### src/design/prog_map_defs.vh
// Purpose: Shared constants for the program-space address mapper
// Assumes: Included by bare name from design files
// Notes: Register indices are local choices for the plain register port
`ifndef PROG_MAP_DEFS_VH
`define PROG_MAP_DEFS_VH
// Register indices on the register port
`define REG_TABLE_PAGE 2'h0
`define REG_READ_PAGE 2'h1
`define REG_STATUS 2'h2
`define REG_FETCH_PC 2'h3
// Reset values
`define TABLE_PAGE_RESET 8'h00
`define READ_PAGE_RESET 10'h000
`define FETCH_PC_RESET 23'h000000
// Field positions
`define EA_MSB 15
`define TABLE_PAGE_SELECT_CFG_BIT 7
`define RPAG_PROG_BIT 9
`define RPAG_HIGH_BIT 8
// Extra cycles for window reads
`define WIN_EXTRA_MOVE 2'h1
`define WIN_EXTRA_OTHER 2'h2
// Access kinds
`define ACC_NONE 3'h0
`define ACC_TBLRD_L 3'h1
`define ACC_TBLRD_H 3'h2
`define ACC_TBLWT_L 3'h3
`define ACC_TBLWT_H 3'h4
`define ACC_DATA_RD 3'h5
`define ACC_DATA_WR 3'h6
`endif

### src/design/prog_space_mapper.v
// Purpose: Address generation from data space into 24-bit program memory
// Assumes: Core gives one access strobe per cycle with kind, EA and flags
// Notes: Outputs are registered; strobes appear one cycle after the request, read data two cycles after
//
// How it works
// [RULE1] Table address is page above 16-bit EA
// [RULE2] Each table page spans 32K program words
// [RULE3] Table page bit 7 selects configuration memory
// [RULE4] Table writes to configuration memory are dropped
// [RULE5] Read page is 10 bits, 16K-word pages
// [RULE6] Window address from page low byte, EA[14:0]
// [RULE7] EA bit 15 ignored; address bit 15 from page
// [RULE8] Read page bit 8 picks upper word
// [RULE9] Window address bit 23 forced to zero
// [RULE10] Window is read only; writes never reach flash
// [RULE11] Fetch address is {0, PC[22:1], 0}
// [RULE12] Program counter steps by two per word
// [RULE13] Low word-mode read returns bits 15:0
// [RULE14] Low byte-mode read picks byte by select
// [RULE15] High word-mode read zeroes phantom byte
// [RULE16] High byte read of phantom byte gives zero
// [RULE17] Only high-word table ops and upper-word window reads reach bits 23:16
// [RULE18] Upper EA with zero page raises address trap
// [RULE19] Window reads add one or two cycles
// [RULE20] Lower EA goes to data memory, page ignored
`include "prog_map_defs.vh"
module prog_space_mapper #(
  parameter PAGE_W = 8,
  parameter RPAGE_W = 10
) (
  input wire ref_clk,
  input wire nrst,
  // Register port
  input wire [1:0] reg_addr,
  input wire [15:0] reg_wdata,
  input wire reg_wr,
  input wire reg_rd,
  output reg [15:0] reg_rdata,
  // Access request from the core
  input wire acc_valid,
  input wire [2:0] acc_kind,
  input wire [15:0] effective_address,
  input wire byte_mode,
  input wire byte_sel,
  input wire move_insn,
  input wire in_repeat,
  input wire [15:0] acc_wdata,
  // Instruction fetch control
  input wire pc_advance,
  output reg [23:0] fetch_addr,
  // Program memory side
  output reg [23:0] prog_addr,
  output reg prog_rd,
  output reg prog_wr_low,
  output reg prog_wr_high,
  output reg [15:0] prog_wdata,
  input wire [23:0] prog_rdata,
  // Data memory side
  output reg [15:0] data_addr,
  output reg data_rd,
  output reg data_wr,
  // Results to the core
  output reg [15:0] rd_data,
  output reg rd_valid,
  output reg addr_trap,
  output wire stall
);
  ////////////////////////////////////////////////////////////////////
  // Registers
  reg [PAGE_W-1:0] table_page_select_q; // Table page
  reg [RPAGE_W-1:0] read_window_page_select_q; // Read window page
  reg [22:0] pc_q; // Program counter, bit 0 always zero
  reg cfg_drop_q; // Sticky: a config write was dropped
  reg trap_seen_q; // Sticky: a trap was raised
  reg pend_q; // Read data due this cycle
  reg pend_high_q; // Pending read takes upper half
  reg pend_byte_q;
  reg pend_bsel_q;
  reg [15:0] fmt_out;
  wire [15:0] fmt_w;

  // Window hit when EA upper half and page bit 9 set
  function is_window;
    input [15:0] ea;
    input [9:0] pg;
    begin
      is_window = ea[`EA_MSB] & pg[`RPAG_PROG_BIT];
    end
  endfunction

  wire upper_ea = effective_address[`EA_MSB];
  wire is_tbl_rd = (acc_kind == `ACC_TBLRD_L) | (acc_kind == `ACC_TBLRD_H);
  wire is_tbl_wr = (acc_kind == `ACC_TBLWT_L) | (acc_kind == `ACC_TBLWT_H);
  wire is_data = (acc_kind == `ACC_DATA_RD) | (acc_kind == `ACC_DATA_WR);
  wire win_hit = is_window(effective_address, read_window_page_select_q);
  wire cfg_space = table_page_select_q[`TABLE_PAGE_SELECT_CFG_BIT]; // [RULE3]
  // Page zero in the upper half is invalid
  wire page_zero_trap = acc_valid & is_data & upper_ea &
    (read_window_page_select_q == {RPAGE_W{1'b0}}); // [RULE18]
  // Window read that will go to program memory
  wire win_read = acc_valid & (acc_kind == `ACC_DATA_RD) & win_hit & ~page_zero_trap;

  ////////////////////////////////////////////////////////////////////
  // Register writes, fetch counter, sticky status
  always @(posedge ref_clk) begin
    if (!nrst) begin
      table_page_select_q <= `TABLE_PAGE_RESET;
      read_window_page_select_q <= `READ_PAGE_RESET;
      pc_q <= `FETCH_PC_RESET;
      cfg_drop_q <= 1'b0;
      trap_seen_q <= 1'b0;
    end else begin
      if (reg_wr && reg_addr == `REG_TABLE_PAGE) begin
        table_page_select_q <= reg_wdata[PAGE_W-1:0]; // [RULE2]
      end
      if (reg_wr && reg_addr == `REG_READ_PAGE) begin
        read_window_page_select_q <= reg_wdata[RPAGE_W-1:0]; // [RULE5]
      end
      // Fetch PC: load from port or step by two
      if (reg_wr && reg_addr == `REG_FETCH_PC) begin
        // Port value is a word index, so it lands one bit up
        pc_q <= {6'h00, reg_wdata, 1'b0};
      end else if (pc_advance) begin
        pc_q <= pc_q + 23'h000002; // [RULE12]
      end
      // Status clear by write; a new event wins over the clear
      if (acc_valid && is_tbl_wr && cfg_space) begin
        cfg_drop_q <= 1'b1;
      end else if (reg_wr && reg_addr == `REG_STATUS && reg_wdata[0]) begin
        cfg_drop_q <= 1'b0;
      end
      if (page_zero_trap) begin
        trap_seen_q <= 1'b1;
      end else if (reg_wr && reg_addr == `REG_STATUS && reg_wdata[1]) begin
        trap_seen_q <= 1'b0;
      end
    end
  end

  // Read data stands only in the cycle after the strobe
  always @(posedge ref_clk) begin
    if (!nrst) begin
      reg_rdata <= 16'h0000;
    end else if (reg_rd) begin
      case (reg_addr)
        `REG_TABLE_PAGE: reg_rdata <= {8'h00, table_page_select_q};
        `REG_READ_PAGE: reg_rdata <= {6'h00, read_window_page_select_q};
        `REG_STATUS: reg_rdata <= {14'h0000, trap_seen_q, cfg_drop_q};
        default: reg_rdata <= pc_q[16:1];
      endcase
    end else begin
      reg_rdata <= 16'h0000;
    end
  end

  ////////////////////////////////////////////////////////////////////
  // Access address generation, registered one cycle
  always @(posedge ref_clk) begin
    if (!nrst) begin
      prog_addr <= 24'h000000;
      prog_rd <= 1'b0;
      prog_wr_low <= 1'b0;
      prog_wr_high <= 1'b0;
      prog_wdata <= 16'h0000;
      data_addr <= 16'h0000;
      data_rd <= 1'b0;
      data_wr <= 1'b0;
      addr_trap <= 1'b0;
      fetch_addr <= 24'h000000;
      pend_q <= 1'b0;
      pend_high_q <= 1'b0;
      pend_byte_q <= 1'b0;
      pend_bsel_q <= 1'b0;
    end else begin
      prog_rd <= 1'b0;
      prog_wr_low <= 1'b0;
      prog_wr_high <= 1'b0;
      data_rd <= 1'b0;
      data_wr <= 1'b0;
      addr_trap <= page_zero_trap; // [RULE18]
      pend_q <= 1'b0;
      fetch_addr <= {1'b0, pc_q[22:1], 1'b0}; // [RULE11]
      if (acc_valid && !stall) begin
        if (is_tbl_rd) begin
          // Table reads run in either space
          prog_addr <= {table_page_select_q, effective_address}; // [RULE1]
          prog_rd <= 1'b1; // [RULE4]
          pend_q <= 1'b1;
          pend_high_q <= (acc_kind == `ACC_TBLRD_H); // [RULE17]
          pend_byte_q <= byte_mode;
          pend_bsel_q <= byte_sel;
        end else if (is_tbl_wr && !cfg_space) begin
          prog_addr <= {table_page_select_q, effective_address}; // [RULE1]
          prog_wr_low <= (acc_kind == `ACC_TBLWT_L); // [RULE17]
          prog_wr_high <= (acc_kind == `ACC_TBLWT_H); // [RULE17]
          prog_wdata <= acc_wdata;
        end else if (is_data && !upper_ea) begin
          // Lower half: page registers play no part
          data_addr <= effective_address; // [RULE20]
          data_rd <= (acc_kind == `ACC_DATA_RD); // [RULE20]
          data_wr <= (acc_kind == `ACC_DATA_WR);
        end else if (win_read) begin
          prog_addr <= {1'b0, read_window_page_select_q[7:0],
            effective_address[14:0]}; // [RULE6] [RULE7] [RULE9]
          prog_rd <= 1'b1;
          pend_q <= 1'b1;
          pend_high_q <= read_window_page_select_q[`RPAG_HIGH_BIT]; // [RULE8]
          pend_byte_q <= byte_mode;
          pend_bsel_q <= byte_sel;
        end else if (is_data && upper_ea && !page_zero_trap) begin
          // Extended data outside the window passes to data memory
          // Window writes never reach program memory
          data_addr <= effective_address; // [RULE10]
          data_rd <= (acc_kind == `ACC_DATA_RD);
          data_wr <= (acc_kind == `ACC_DATA_WR); // [RULE10]
        end
      end
    end
  end

  ////////////////////////////////////////////////////////////////////
  // Read result formatting; program memory answers combinationally
  word_formatter u_fmt (
    .prog_word(prog_rdata),
    .high_sel(pend_high_q),
    .byte_mode(pend_byte_q),
    .byte_sel(pend_bsel_q),
    .data_out(fmt_w)
  );

  // Read result register
  always @(posedge ref_clk) begin
    if (!nrst) begin
      rd_data <= 16'h0000;
      rd_valid <= 1'b0;
    end else begin
      rd_valid <= pend_q;
      if (pend_q) begin
        rd_data <= fmt_w;
      end
    end
  end

  ////////////////////////////////////////////////////////////////////
  // Window read stall: one extra cycle for moves outside a loop,
  // two for everything else; the loop case is simplified to two
  wire [1:0] extra_cycles = (move_insn && !in_repeat) ?
    `WIN_EXTRA_MOVE : `WIN_EXTRA_OTHER; // [RULE19]
  stall_counter u_stall (
    .ref_clk(ref_clk),
    .nrst(nrst),
    .start(win_read & ~stall),
    .cycles(extra_cycles),
    .busy(stall)
  );
endmodule // prog_space_mapper

### src/design/stall_counter.v
// Purpose: Count extra instruction cycles for program-window reads
// Assumes: One start pulse per access, ignored while busy
// Notes: busy stays high for exactly the loaded number of cycles
module stall_counter (
  input wire ref_clk,
  input wire nrst,
  input wire start,
  input wire [1:0] cycles,
  output wire busy
);
  reg [1:0] count_q; // Cycles still to wait
  reg [1:0] count_d;
  // Next count
  always @* begin
    count_d = count_q;
    if (count_q != 2'h0) begin
      count_d = count_q - 2'h1;
    end else if (start) begin
      count_d = cycles;
    end
  end
  // Count register
  always @(posedge ref_clk) begin
    if (!nrst) begin
      count_q <= 2'h0;
    end else begin
      count_q <= count_d;
    end
  end
  assign busy = (count_q != 2'h0);
endmodule // stall_counter

### src/design/word_formatter.v
// Purpose: Shape a 24-bit program word into a 16-bit data word
// Assumes: Combinational; the caller registers the result
// Notes: The phantom byte above bits 23:16 always reads as zero
module word_formatter (
  input wire [23:0] prog_word,
  input wire high_sel,
  input wire byte_mode,
  input wire byte_sel,
  output reg [15:0] data_out
);
  // Pick low or high half, then byte lane
  always @* begin
    data_out = 16'h0000;
    if (!high_sel) begin
      if (!byte_mode) begin
        data_out = prog_word[15:0]; // [RULE13]
      end else if (byte_sel) begin
        data_out = {8'h00, prog_word[15:8]}; // [RULE14]
      end else begin
        data_out = {8'h00, prog_word[7:0]}; // [RULE14]
      end
    end else begin
      if (!byte_mode) begin
        data_out = {8'h00, prog_word[23:16]}; // [RULE15]
      end else if (!byte_sel) begin
        data_out = {8'h00, prog_word[23:16]}; // [RULE16]
      end else begin
        data_out = 16'h0000; // [RULE16]
      end
    end
  end
endmodule // word_formatter

### config.mk
export PLATFORM = sky130hd
export DESIGN_NAME = prog_space_mapper
export DESIGN_NICKNAME = d
export VERILOG_FILES = /design/src/design/prog_space_mapper.v /design/src/design/stall_counter.v /design/src/design/word_formatter.v
export VERILOG_INCLUDE_DIRS = /design/src /design/src/design
export SDC_FILE = /design/constraint.sdc
export NUM_CORES = 1
export LEC_CHECK = 0
export ABC_AREA = 1
export BUFFER_PORTS_ARGS = -buffer_cell sky130_fd_sc_hd__buf_2
export CAP_MARGIN = 20
export CORE_ASPECT_RATIO = 1.75
export CORE_MARGIN = 2
export CORE_UTILIZATION = 55
export CTS_CLUSTER_DIAMETER = 50
export CTS_CLUSTER_SIZE = 30
export DETAILED_ROUTE_END_ITERATION = 7
export PLACE_DENSITY = 0.91
export SETUP_SLACK_MARGIN = 0.2
export SLEW_MARGIN = 20
export SYNTH_ARGS = -nofsm -noshare
export SYNTH_HDL_FRONTEND = slang
export SYNTH_SLANG_ARGS = --single-unit
### constraint.sdc
create_clock -name ref_clk -period 3.9 [get_ports ref_clk]
set_input_delay 0.195 -clock ref_clk [delete_from_list [all_inputs] [get_ports ref_clk]]
set_output_delay 0.195 -clock ref_clk [all_outputs]
set_load 0.05 [all_outputs]
# After elaboration in Yosys (flattened, before gate mapping)
# Index checks and enable logic that the tools add are counted.
[word_totals]
ff_bits = 167
in_bits = 87
out_inout_bits = 120
word_cells = 138
[op_classes]
n_addsub = 2
n_eq_ne = 13
muxes = 44
n_bitwise = 17
n_reduce_logical = 38
[ops]
columns = ["op", "n"]
rows = [
  ["$mux 16", 6],
  ["$mux 24", 4],
  ["$pmux 16 s3", 1],
  ["$mux 17", 2],
  ["$mux 1", 26],
  ["$add 23x2->23 const B", 1],
  ["$mux 8", 2],
  ["$logic_and 1x1->1", 14],
  ["$reduce_bool 2->1", 7],
  ["$logic_not 10->1", 1],
  ["$eq 3x3->1 const B", 3],
  ["$and 1x1->1", 8],
  ["$reduce_or 4->1", 2],
  ["$eq 3x2->1 const B", 2],
  ["$mux 2", 3],
  ["$not 1->1", 6],
  ["$reduce_and 3->1", 2],
  ["$logic_not 1->1", 5],
  ["$reduce_and 5->1", 1],
  ["$eq 2x2->1 const B", 2],
  ["$ne 2x2->1 const B", 2],
  ["$reduce_and 2->1", 2],
  ["$reduce_and 4->1", 1],
  ["$eq 3x1->1 const B", 1],
  ["8 further kinds", 10],
]

# Depth between registers and ports, before layout
# Gate-level depths: netlist of the first run.
[logic_depth]
depth_word = 11
depth_mapped = 10
ltp_nobuf = 10

# Cells and area by module
# A second synthesis of the first run with hierarchy kept.
[unflattened]
cells_unflattened = 988
area_unflattened_um2 = 6999.2
[by_module_without_submodules]
columns = ["module", "instances", "cells_per_inst", "area_per_inst_um2", "seq_area_each_um2"]
rows = [
  ["prog_space_mapper", 1, 904, 6563.8, 3243.1],
  ["word_formatter", 1, 72, 347.8, 0.0],
  ["stall_counter", 1, 12, 87.6, 40.0],
]

# Worst setup path after synthesis of the first run
# No wires, ideal clock.
[synth_path]
path_type = "register to register"
start = "register pend_q"
end = "register rd_data[10]"
setup_time_ns = 0.070
t_arrival_ns = 1.556
t_required_ns = 3.830
setup_slack_ns = 2.274
path_stages_with_launch = 6
n_path_buf = 1
synth_period_minus_slack_ns = 1.626
path_cell_list = "dfxtp_1 > buf_2 > clkinv_1 > nor2_1 > nand3_1 > a21oi_1"
[synth_lines]
columns = ["item", "line_no", "rtl"]
rows = [
  ["start, declared", "prog_space_mapper.v:75", "reg pend_q;"],
  ["start signal, assigned", "prog_space_mapper.v:170", "pend_q <= 1'b0;"],
  ["start signal, assigned", "prog_space_mapper.v:181", "pend_q <= 1'b0;"],
  ["start signal, assigned", "prog_space_mapper.v:188", "pend_q <= 1'b1;"],
  ["end signal, assigned", "prog_space_mapper.v:239", "rd_data <= fmt_w;"],
  ["end, declared", "prog_space_mapper.v:63", "output reg [15:0] rd_data,"],
]

# Worst setup path in the final report of the first run
[layout_path]
start = "register u_stall.count_q[0]"
end = "register data_addr[3]"
[layout_between]
elab_chain_cells = 4
[layout_rtl]
columns = ["item", "line_no", "rtl"]
rows = [
  ["start, declared", "stall_counter.v:11", "reg [1:0] count_q;"],
  ["start signal, assigned", "stall_counter.v:27", "count_q <= count_d;"],
  ["$reduce_bool 2->1", "stall_counter.v:30", "assign busy = (count_q != 2'h0);"],
  ["$logic_not 1->1", "prog_space_mapper.v:183", "if (acc_valid && !stall) begin"],
  ["$logic_and 1x1->1", "prog_space_mapper.v:183", ""],
  ["$reduce_and 5->1 (no line)", "--", ""],
  ["end signal, assigned", "prog_space_mapper.v:199", "data_addr <= effective_address;"],
  ["end signal, assigned", "prog_space_mapper.v:213", "data_addr <= effective_address;"],
  ["end, declared", "prog_space_mapper.v:59", "output reg [15:0] data_addr,"],
]
# No other way between the ends.
# A chain may end at the register's enable or synchronous reset.

==> results of run 1 <==
## per-stage QoR
step | cells | util [%] | power [mW]
after floorplan | 958 | - | 2.22
after global placement | 1289 | 65.1 | 2.37
after detailed placement | 1289 | 65.1 | 2.37
after CTS | 1323 | 69.7 | 3.87
after global routing | 1324 | 69.7 | 4.01
final | 1324 | 69.7 | 3.85
## worst reg2reg max path, stage by stage, from the launching register on
cell and delay, ps:
dfxtp_1 310, nor2_1 130, nand2_1 110, inv_2 300
nand4_2 660, nor2_1 320, nor2_1 80
## synthesized netlist by cell type (all sizes together)
master,instances
inv,129
buf,20
nor4,1
o2111ai,1
nor3,16
nor2,145
ha,1
nor3b,1
nand3,58
a21oi,59
nand2,215
dfxtp,164
nand3b,2
a31oi,13
o211ai,13
conb,1
o22ai,5
a31o,1
clkinv,3
xor2,4
o31ai,1
o21ai,77
nand4,7
clkbuf,20
## where the power goes
| group | switching [mW] | total [mW] | internal (mW) |
|---|---|---|---|
| registers | 0.0458 | 1.79 | 1.75 |
| logic | 0.410 | 0.555 | 0.144 |
| clock network | 0.683 | 1.51 | 0.823 |
## cell type report
class / count / area (um2)
Antenna cell: 1 / 2.50
Clock buffer: 20 / 437
Clock inverter: 12 / 97.6
Fill cell: 1031 / 3660
Inverter: 132 / 498
Multi-Input combinational cell: 622 / 2830
Sequential cell: 164 / 3280
Tap cell: 165 / 206
Timing Repair Buffer: 208 / 1060
## kinds of logic (layout without fill, tap and decap cells)
logic type / Yosys count / in the layout / share of synthesized area (%)
AOI/OAI and AO/OA: 170 / 170 / 13.5
xor gates and xnor gates: 4 / 4 / 0.514
adders and majority gates: 1 / 1 / 0.183
buffers and inverters: 172 / 372 / 10.4
DFF: 164 / 164 / 48.1
other: 1 / 3 / 0.0550
and+or+nand+nor: 445 / 445 / 27.2
## how the worst max path moves through the flow
stage	startpoint	end	slack, ps	depth (start not counted)
6_report	u_stall.count_q[0]$_SDFFE_PN0P_	data_addr[3]$_SDFFE_PN0P_	1900	6
5_1_grt	u_stall.count_q[0]$_SDFFE_PN0P_	data_addr[9]$_SDFFE_PN0P_	1620	7
4_1_cts	u_stall.count_q[0]$_SDFFE_PN0P_	data_addr[3]$_SDFFE_PN0P_	1860	6
3_5_place_dp	u_stall.count_q[1]$_SDFFE_PN0P_	data_addr[3]$_SDFFE_PN0P_	1870	6
3_3_place_gp	u_stall.count_q[0]$_SDFFE_PN0P_	data_addr[3]$_SDFFE_PN0P_	2000	6
2_1_floorplan	pend_q$_SDFF_PN0_	rd_data[10]$_SDFFE_PN0P_	2270	5
## what timing repair did
item                       4_1_cts  5_1_grt
hold buffers                     2        0
buffers inserted                 0        0
hold endpoints to repair         2        0
setup endpoints to repair        0        0
## per-layer routing
metal  global-route usage, %  up-vias  routed length, um  part of all wire (%)
li1                        -     3418                  -                     -
met1                    28.4     3083               6810                    37
met2                    49.7      289               9770                    53
met3                    4.31       84                944                   5.1
met4                    18.8        0               1070                   5.7
met5                       0        -                  0                     0
## placed cells by master, fill, tap and decap left out, types with 14 or more instances in the layout
cell type	instances
buf_2	204
dfxtp_1	164
nand3_1	56
nor3_1	14
nand2_1	209
clkbuf_16	17
a21oi_1	59
o21ai_0	73
inv_1	125
nor2_1	143
## registers in the layout (all words and copies together), names as in the netlist, 2 cells and up
name / count
u_stall.count_q: 2
rd_data: 16
prog_wdata: 16
read_window_page_select_q: 10
data_addr: 16
fetch_addr: 22
pc_q: 22
reg_rdata: 16
prog_addr: 24
table_page_select_q: 8
==> summary.md, run 1 <==
| Metric | Value |
|---|---|
| Status | `completed` |
| Drt initial violations | `approximately 380` |
| DRT Wirelength | `18600 um` |
| Worst Path Required | `4200 ps` |
| Avg Cell Area, Syn | `around 7.1 um2` |
| Core area | `12100 um2` |
| Worst path max stage delay | `650 ps` |
| Layout cell share with drive strength beyond 1 | `21.9%` |
| Crit-path cells | `nor2_1 -> nand2_1 -> inv_2 -> nand4_2 -> nor2_1 -> nor2_1` |
| Worst VDD drop | `between 0.0002 and 0.0003 V` |
| Final setup viols | `0` |
| Dpl ws | `about 1900 ps` |
| Die area | `13300 um2` |
| CP top delay family | `simple AND/OR/NAND/NOR gates` |
| Initial antenna violation count | `1` |
| Fin area | `roughly 8400 um2` |
| Cells after Synth | `957` |
| Clk root buf | `clkbuf_16` |
| DRC viols | `0` |
| Clock Latency Late Sink | `410 ps` |
| Rows | `53` |
| HP Class | `input pin to flip-flop` |
| Clock Sink Count | `about 160` |
| Setup slack, reg-to-reg | `1900 ps` |
| IO Port Bufs | `204` |
| Layout area overhead | `23.3%` |
| Drt first pass iters | `8` |
| Total GRT Usage | `27.6%` |
| Distinct cells, synth | `38` |
| Post-CTS sizing | `0` |
| Clock slew at reported path FFs | `70 ps` |
| Post-Synthesis Cell Area | `6820 um2` |
| RSZ-0062 raised after global routing | `false` |
| Worst setup SP type | `flip-flop` |
| Worst-path maximum fanout | `32` |
| Max_cap viols | `0` |
| Final HPWL DP | `13500 um` |
| Global route total overflow | `0` |
| Worst hold path depth | `3` |
| Post-synth top area cell | `dfxtp_1` |
| Crit path time final | `2000 ps` |
| Final Hold Viols | `0` |
| Die width | `88.2 um` |
| Total CTS buffers | `17` |
| Slowest-stage cell, CP | `nand4_2` |
| Vias per cell | `5.19` |
| Critical Setup Path Class | `flip-flop to flip-flop` |
| Pwr Density | `458 nW/um2` |
| Crit. End Element | `flip-flop` |
| Static leakage | `4.24 nW` |
| DRT antenna net count | `0` |
| Cells on worst reg2reg path | `6` |
| Min Hold Slack | `18.4 ps` |
| Final Max Slew Viols | `0` |
| Vias in the first global route | `6513` |
| F_max | `499 MHz` |
| Data arrival, critical path | `2310 ps` |
| IO Pins | `207` |
| Synth top area share | `48.1%` |
| Hold_sp | `effective_address[12]` |
| Slew HR | `roughly 48%` |
| Post-DP Area | `between 7000 and 8000 um2` |
| Clock Skew | `slightly above 9 ps` |
| Least-Margin Pin Slew | `773 ps` |
| Final period util | `51.4%` |
| Placer Congestion | `slightly below 1` |
| CTS tree | `yes` |
| Starting Density | `56.5%` |
| CP most frequent cell | `nor2_1` |
| Reg2Reg Launch Point | `u_stall.count_q[0]$_SDFFE_PN0P_` |
| Largest net degree at the start of global routing | `84` |
| Worst r2r dst | `data_addr[3]$_SDFFE_PN0P_` |
| Die Ht | `151 um` |
| H-tree depth | `4` |
| Post-route setup slack | `1900 ps` |
| First-pass GRT wire length | `29200 um` |
| Vias after detailed routing | `6874` |
| Clock Tree Buf Depth | `2` |
| Synth warn | `0` |
| Worst Hold Path EP | `data_addr[12]$_SDFFE_PN0P_` |
| Buffers & Inverters on Critical Path | `1` |
| Top cells by area, synth | `dfxtp_1, nand2_1, nor2_1` |
| Nets | `1233` |
| Routed length per instance | `14.0 um` |
| Post-synthesis sequential area ratio | `roughly half` |
| Total negative setup slack | `0 ps` |
| FF+latch count, synth | `164` |
(Power assumes the default switching activity.)
==> run 2, diff against run 1 <==
--- a/config.mk
+++ b/config.mk
@@ -11,11 +11,11 @@
 export CAP_MARGIN = 20
 export CORE_ASPECT_RATIO = 1.75
 export CORE_MARGIN = 2
-export CORE_UTILIZATION = 55
+export CORE_UTILIZATION = 46
 export CTS_CLUSTER_DIAMETER = 50
 export CTS_CLUSTER_SIZE = 30
 export DETAILED_ROUTE_END_ITERATION = 7
-export PLACE_DENSITY = 0.91
+export PLACE_DENSITY = 0.82
 export SETUP_SLACK_MARGIN = 0.2
 export SLEW_MARGIN = 20
 export SYNTH_ARGS = -nofsm -noshare
==> constraint.sdc (replaced) <==
create_clock -name ref_clk -period 1.6 [get_ports ref_clk]
set_input_delay 0.08 -clock ref_clk [delete_from_list [all_inputs] [get_ports ref_clk]]
set_output_delay 0.08 -clock ref_clk [all_outputs]
set_load 0.05 [all_outputs]
==> run 2 against run 1 <==
Against the previous run: non-clock buffer count rose by 93; utilization is 2.0 points lower; clock power increased to 2.7 times the previous value; highest routed layer unchanged; combinational power grew to 3.0 times the previous value; fmax rose by 39%; critical path depth up 3; worst hold slack got worse by 15 ps.
==> summary.md, run 2 (synthesized netlist as in run 1, its figures left out) <==
| Metric | Value |
|---|---|
| Worst Hold Path EP | `pc_q[11]$_SDFFE_PN0P_` |
| Worst setup SP type | `flip-flop` |
| GR Util met2 | `46.1%` |
| Global route total overflow | `0` |
| Met1 Usage GRT | `25.7%` |
| Met3 GRT Util | `5.04%` |
| Status | `completed` |
| Static leakage | `4.76 nW` |
| Clock Tree Buf Depth | `2` |
| Reg2Reg Launch Point | `read_window_page_select_q[1]$_SDFFE_PN0P_` |
| Layout area overhead | `43.3%` |
| First-pass GRT wire length | `roughly 31000 um` |
| CP most frequent cell | `nor2_2` |
| Core area | `14400 um2` |
| IO Port Bufs | `204` |
| Worst r2r dst | `data_addr[7]$_SDFFE_PN0P_` |
| DRT antenna net count | `0` |
| Vias in the first global route | `6801` |
| Initial antenna violation count | `0` |
| Data arrival, critical path | `about 1800 ps` |
| Slew HR | `65.9%` |
| Clk root buf | `clkbuf_16` |
| Inserted Diodes | `0` |
| Worst Path Required | `1910 ps` |
| Pwr Density | `between 1000 and 1500 nW/um2` |
| Total GRT Usage | `25.5%` |
| Die area | `15900 um2` |
| Clock Sink Count | `164` |
| Max_cap viols | `0` |
| Clock Skew | `11.1 ps` |
| DRT Wirelength | `21800 um` |
| Final setup viols | `0` |
| F_max | `~700 MHz` |
| Buffers & Inverters on Critical Path | `1` |
| Nets | `1327` |
| Routed length per instance | `15.2 um` |
| DRC viols | `0` |
| Rows | `58` |
| Worst path max stage delay | `320 ps` |
| Total negative setup slack | `0 ps` |
| Fillcell total | `1183` |
| Hold_sp | `reg_wdata[10]` |
| Setup slack, reg-to-reg | `between 150 and 200 ps` |
| CP top delay family | `simple AND/OR/NAND/NOR gates` |
| Regs by FF count | `prog_addr: 24 flops, fetch_addr: 22 flops, pc_q: 22 flops` |
| Post-route setup slack | `157 ps` |
| Vias per cell | `between 5 and 6` |
| Final period util | `around 90%` |
| Drt first pass iters | `5` |
| Crit-path cells | `nor2_2 -> nand2_1 -> nor2_2 -> nand3_2 -> nand4_4 -> clkbuf_16 -> nand2_4 -> nand2_2 -> nor2_1` |
| Placer Congestion | `roughly 1` |
| Cells on worst reg2reg path | `9` |
| Largest net degree at the start of global routing | `52` |
| IO Pins | `207` |
| Worst hold path depth | `5` |
| Final Max Slew Viols | `0` |
| Least-Margin Pin Slew | `511 ps` |
| Starting Density | `a little under half` |
| Vias after detailed routing | `7372` |
| Critical Setup Path Class | `flip-flop to flip-flop` |
| Total CTS buffers | `17` |
| Die Ht | `approximately 170 um` |
| Worst VDD drop | `0.000662 V` |
| Drt initial violations | `494` |
| HP Class | `input pin to flip-flop` |
| Largest Register | `prog_addr` |
| RSZ-0062 raised after global routing | `true` |
| Final Hold Viols | `0` |
| Slowest-stage cell, CP | `dfxtp_2` |
| Final HPWL DP | `about 14000 um` |
| Dpl ws | `35.4 ps` |
| CTS tree | `yes` |
| Most frequent cells in the layout | `buf_2, nand2_1, dfxtp_1, nor2_1, inv_1` |
| Die width | `96.0 um` |
| Clock slew at reported path FFs | `70 ps` |
| Crit. End Element | `flip-flop` |
| H-tree depth | `4` |
| Crit path time final | `1440 ps` |
| Busiest metal layer after global routing | `met2` |
| Worst-path maximum fanout | `8` |
| Commonest non-fill, non-tap cell in the layout | `buf_2` |
| Number of flip-flops in the largest register | `24` |
| Clock Latency Late Sink | `420 ps` |
| Layout cell share with drive strength beyond 1 | `29.1%` |
-- run 2: cell count changes in the layout (fill, tap and decap cells not counted), moves of 14 or more --
cell	before	now
nor2_1	143	126
nor2_2	1	15
nand2_2	4	23
dlygate4sd3_1	2	60
nand2_1	209	178
buf_4	2	30
-- run 2: worst max path at each step --
stage	start	end	slack, ps	cells past startpoint
final	read_window_page_select_q[1]$_SDFFE_PN0P_	data_addr[7]$_SDFFE_PN0P_	160	9
after CTS	u_stall.count_q[0]$_SDFFE_PN0P_	prog_wdata[5]$_SDFFE_PN0P_	150	7
after global placement	pc_q[2]$_SDFFE_PN0P_	pc_q[19]$_SDFFE_PP0P_	90	8
after global routing	pc_q[2]$_SDFFE_PN0P_	pc_q[21]$_SDFFE_PP0P_	80	9
after detailed placement	pc_q[2]$_SDFFE_PN0P_	pc_q[17]$_SDFFE_PP0P_	40	6
after floorplan	pc_q[2]$_SDFFE_PN0P_	pc_q[19]$_SDFFE_PP0P_	220	8
-- run 2: repair_timing --
item                                    4_1_cts  5_1_grt
gates cloned                                  0        4
endpoints found under the setup margin       29       75
hold buffers                                 60        0
gates resized for setup                      16       92
buffers inserted                              1        9
pin swaps                                     2       21
hold endpoints to repair                     82        0
-- run 2: per-layer routing --
metal  wire length (um)  up-vias
met5                  0        -
met4               1330        0
met3               1160      108
met2              11700      312
met1               7630     3353
li1                   -     3599
-- run 2: area by class of cell --
type | instances | area (um2) | share of cell area, %
Clock buffer | 19 | 453 | 4.63
Clock inverter | 13 | 148 | 1.51
Inverter | 132 | 519 | 5.31
Multi-Input combinational cell | 623 | 3150 | 32.2
Sequential cell | 164 | 3310 | 33.9
Tap cell | 180 | 225 | 2.30
Timing Repair Buffer | 301 | 1970 | 20.2
-- run 2: tightest hold or removal path, cell delays in order --
cell	delay (ps)
buf_2	70
nor2_1	30
nor2_1	100
nand2_1	50
o21ai_0	50
-- run 2: power by group --
part | internal (mW) | switching [mW] | leakage, nW | total (mW)
registers | 4.25 | 0.114 | 1.34 | 4.37
clock network | 2.40 | 1.74 | 0.279 | 4.14
logic | 0.544 | 1.12 | 3.14 | 1.67
total | 7.20 | 2.98 | 4.76 | 10.2
-- run 2: metrics by stage --
step | hold slack [ps] | utilization [%] | power (mW) | instances | cell area [um2]
2_1_floorplan | 215 | - | 5.42 | 958 | 6850
3_3_place_gp | 306 | 55.9 | 5.81 | 1326 | 8070
3_5_place_dp | 319 | 55.9 | 5.84 | 1326 | 8070
4_1_cts | 0.246 | 64.7 | 10.1 | 1419 | 9340
5_1_grt | 18.5 | 67.7 | 10.6 | 1432 | 9780
6_report | 3.57 | 67.7 | 10.2 | 1432 | 9780
==> run 3, diff against run 2 <==
--- a/config.mk
+++ b/config.mk
@@ -8,14 +8,13 @@
 export LEC_CHECK = 0
 export ABC_AREA = 1
 export BUFFER_PORTS_ARGS = -buffer_cell sky130_fd_sc_hd__buf_2
-export CAP_MARGIN = 20
+export CAP_MARGIN = 10
 export CORE_ASPECT_RATIO = 1.75
-export CORE_MARGIN = 2
 export CORE_UTILIZATION = 46
 export CTS_CLUSTER_DIAMETER = 50
 export CTS_CLUSTER_SIZE = 30
 export DETAILED_ROUTE_END_ITERATION = 7
-export PLACE_DENSITY = 0.82
+export PLACE_DENSITY = 0.79
 export SETUP_SLACK_MARGIN = 0.2
 export SLEW_MARGIN = 20
 export SYNTH_ARGS = -nofsm -noshare
==> run 3 against run 2 <==
Against the previous run: sequential share of layout area grew 0.91 points; clock skew is 1.9 ps higher; critical path depth stayed put; clock power rose by 2%; combinational power down 5%; largest power group unchanged.
==> summary.md, run 3 (synthesized netlist as in run 1, its figures left out) <==
| Metric | Value |
|---|---|
| Crit. End Element | `flip-flop` |
| Worst-path maximum fanout | `8` |
| Core area | `approximately 14000 um2` |
| Total GRT Usage | `26.1%` |
| Slowest-stage cell, CP | `dlygate4sd3_1` |
| Die Ht | `163 um` |
| Initial antenna violation count | `0` |
| Rows | `58` |
| Clock Skew | `between 10 and 15 ps` |
| F_max | `717 MHz` |
| Worst setup SP type | `input pin` |
| Die width | `94.0 um` |
| Most frequent cells in the layout | `nand2_1, buf_2, dfxtp_1, nor2_1, inv_1` |
| Cells on worst reg2reg path | `7` |
| Starting Density | `47.2%` |
| Clock Latency Late Sink | `420 ps` |
| Hold_sp | `reg_wdata[13]` |
| Worst r2r dst | `pc_q[12]$_SDFFE_PN0P_` |
| Placed cells | `1324` |
| Crit path time final | `1400 ps` |
| Vias after detailed routing | `7180` |
| Total CTS buffers | `17` |
| Drt initial violations | `406` |
| Non-filler cells, final | `1427` |
| Nets | `1322` |
| Routed length per instance | `roughly 14 um` |
| Critical Setup Path Class | `input pin to flip-flop` |
| Final Hold Viols | `0` |
| Number of flip-flops in the largest register | `24` |
| IO Port Bufs | `about 200` |
| Largest Register | `prog_addr` |
| Worst Hold Path EP | `pc_q[14]$_SDFFE_PN0P_` |
| Clk root buf | `clkbuf_16` |
| Final setup viols | `0` |
| Vias in the first global route | `between 6000 and 7000` |
| Die area | `15300 um2` |
| Clock Sink Count | `~160` |
| Pwr Total | `10.2 mW` |
| First-pass GRT wire length | `about 31000 um` |
| Vias per cell | `a little over 5` |
| CTS tree | `yes` |
| Buffers & Inverters on Critical Path | `2` |
| DRT Wirelength | `around 21000 um` |
| Drt first pass iters | `5` |
| HP Class | `input pin to flip-flop` |
| Largest net degree at the start of global routing | `47` |
| Total negative setup slack | `0 ps` |
| Worst path max stage delay | `580 ps` |
| Clock slew at reported path FFs | `70 ps` |
| Final Max Slew Viols | `0` |
| Clock Tree Buf Depth | `2` |
| Commonest non-fill, non-tap cell in the layout | `nand2_1` |
| Static leakage | `4.72 nW` |
| Pwr Density | `1070 nW/um2` |
| H-tree depth | `4` |
| Global route total overflow | `0` |
| CP top delay family | `simple AND/OR/NAND/NOR gates` |
| Layout cell share with drive strength beyond 1 | `25.6%` |
| Reg2Reg Launch Point | `pc_q[8]$_SDFFE_PN0P_` |
| Data arrival, critical path | `1710 ps` |
| Placer Congestion | `~0.94` |
| Layout area overhead | `39.7%` |
| Crit-path cells | `buf_2 -> dlygate4sd3_1 -> nand3_2 -> nor2_4 -> nor2_4 -> nand2_4 -> nand2_4 -> o21ai_1 -> nor2_1` |
| Status | `completed` |
| DRT antenna net count | `0` |
| Worst hold path depth | `5` |
| DRC viols | `0` |
| IO Pins | `207` |
| Worst VDD drop | `around 0.00071 V` |
| Final HPWL DP | `14000 um` |
| Inserted Diodes | `0` |
| Setup slack, reg-to-reg | `240 ps` |
| Regs by FF count | `prog_addr: 24 flops, fetch_addr: 22 flops, pc_q: 22 flops` |
| Worst Path Required | `about 1900 ps` |
| Final period util | `87.2%` |
| Max_cap viols | `0` |
| RSZ-0062 raised after global routing | `true` |
-- run 3: report_power, final --
part	internal [mW]	switching [mW]	total, mW
combinational	0.507	1.08	1.59
clock	2.48	1.73	4.21
sequential	4.25	0.113	4.37
-- run 3: worst max path at each step --
stage	start	endpoint	slack, ps	depth (start not counted)
finish	acc_kind[0]	prog_addr[6]$_SDFFE_PN0P_	200	9
CTS	u_stall.count_q[0]$_SDFFE_PN0P_	data_addr[3]$_SDFFE_PN0P_	180	8
floorplan	pc_q[2]$_SDFFE_PN0P_	pc_q[19]$_SDFFE_PP0P_	220	8
global placement	pc_q[2]$_SDFFE_PN0P_	pc_q[19]$_SDFFE_PP0P_	60	8
detailed placement	pc_q[2]$_SDFFE_PN0P_	pc_q[19]$_SDFFE_PP0P_	2	8
global route	acc_kind[0]	prog_addr[6]$_SDFFE_PN0P_	140	9
-- run 3: final cells by class --
| class | instances | area, um2 |
|---|---|---|
| fill | 1259 | 4920 |
| sequential | 164 | 3310 |
| multi-input combinational | 624 | 2980 |
| timing repair buffer | 295 | 1890 |
| inverter | 132 | 508 |
| clock buffer | 18 | 429 |
| tap | 180 | 225 |
| clock inverter | 14 | 178 |
-- run 3: tightest hold or removal path, delay by kind of cell --
family / cells / cell delay [ps]
buffers and inverters: 1 / 80
AND/OR/NAND/NOR: 3 / 190
AO/OA/AOI/OAI: 1 / 50
-- run 3: through the flow --
stage          utilization [%]  cell area [um2]  setup slack, ps  hold WS, ps
2_1_floorplan                -             6850              216          215
3_3_place_gp              55.8             8060             62.5          311
3_5_place_dp              55.8             8060             1.67          319
4_1_cts                   64.7             9340              180         5.53
5_1_grt                   66.0             9530              142         14.2
6_report                  66.0             9530              205         10.6
-- run 3: per-layer routing --
metal / vias up / global-route usage (%) / routed length [um]
met5: - / 0 / 0
met4: 0 / 14.5 / 938
met3: 77 / 3.12 / 1020
met2: 282 / 48.7 / 11100
met1: 3228 / 27.6 / 7570
li1: 3593 / - / -
-- run 3: repair_timing --
item | 4_1_cts | 5_1_grt
gates cloned | 0 | 3
setup buffers | 1 | 5
hold buffers | 62 | 0
pin swaps | 1 | 5
hold endpoints to repair | 86 | 0
endpoints found under the setup margin | 30 | 71
gates resized for setup | 15 | 38
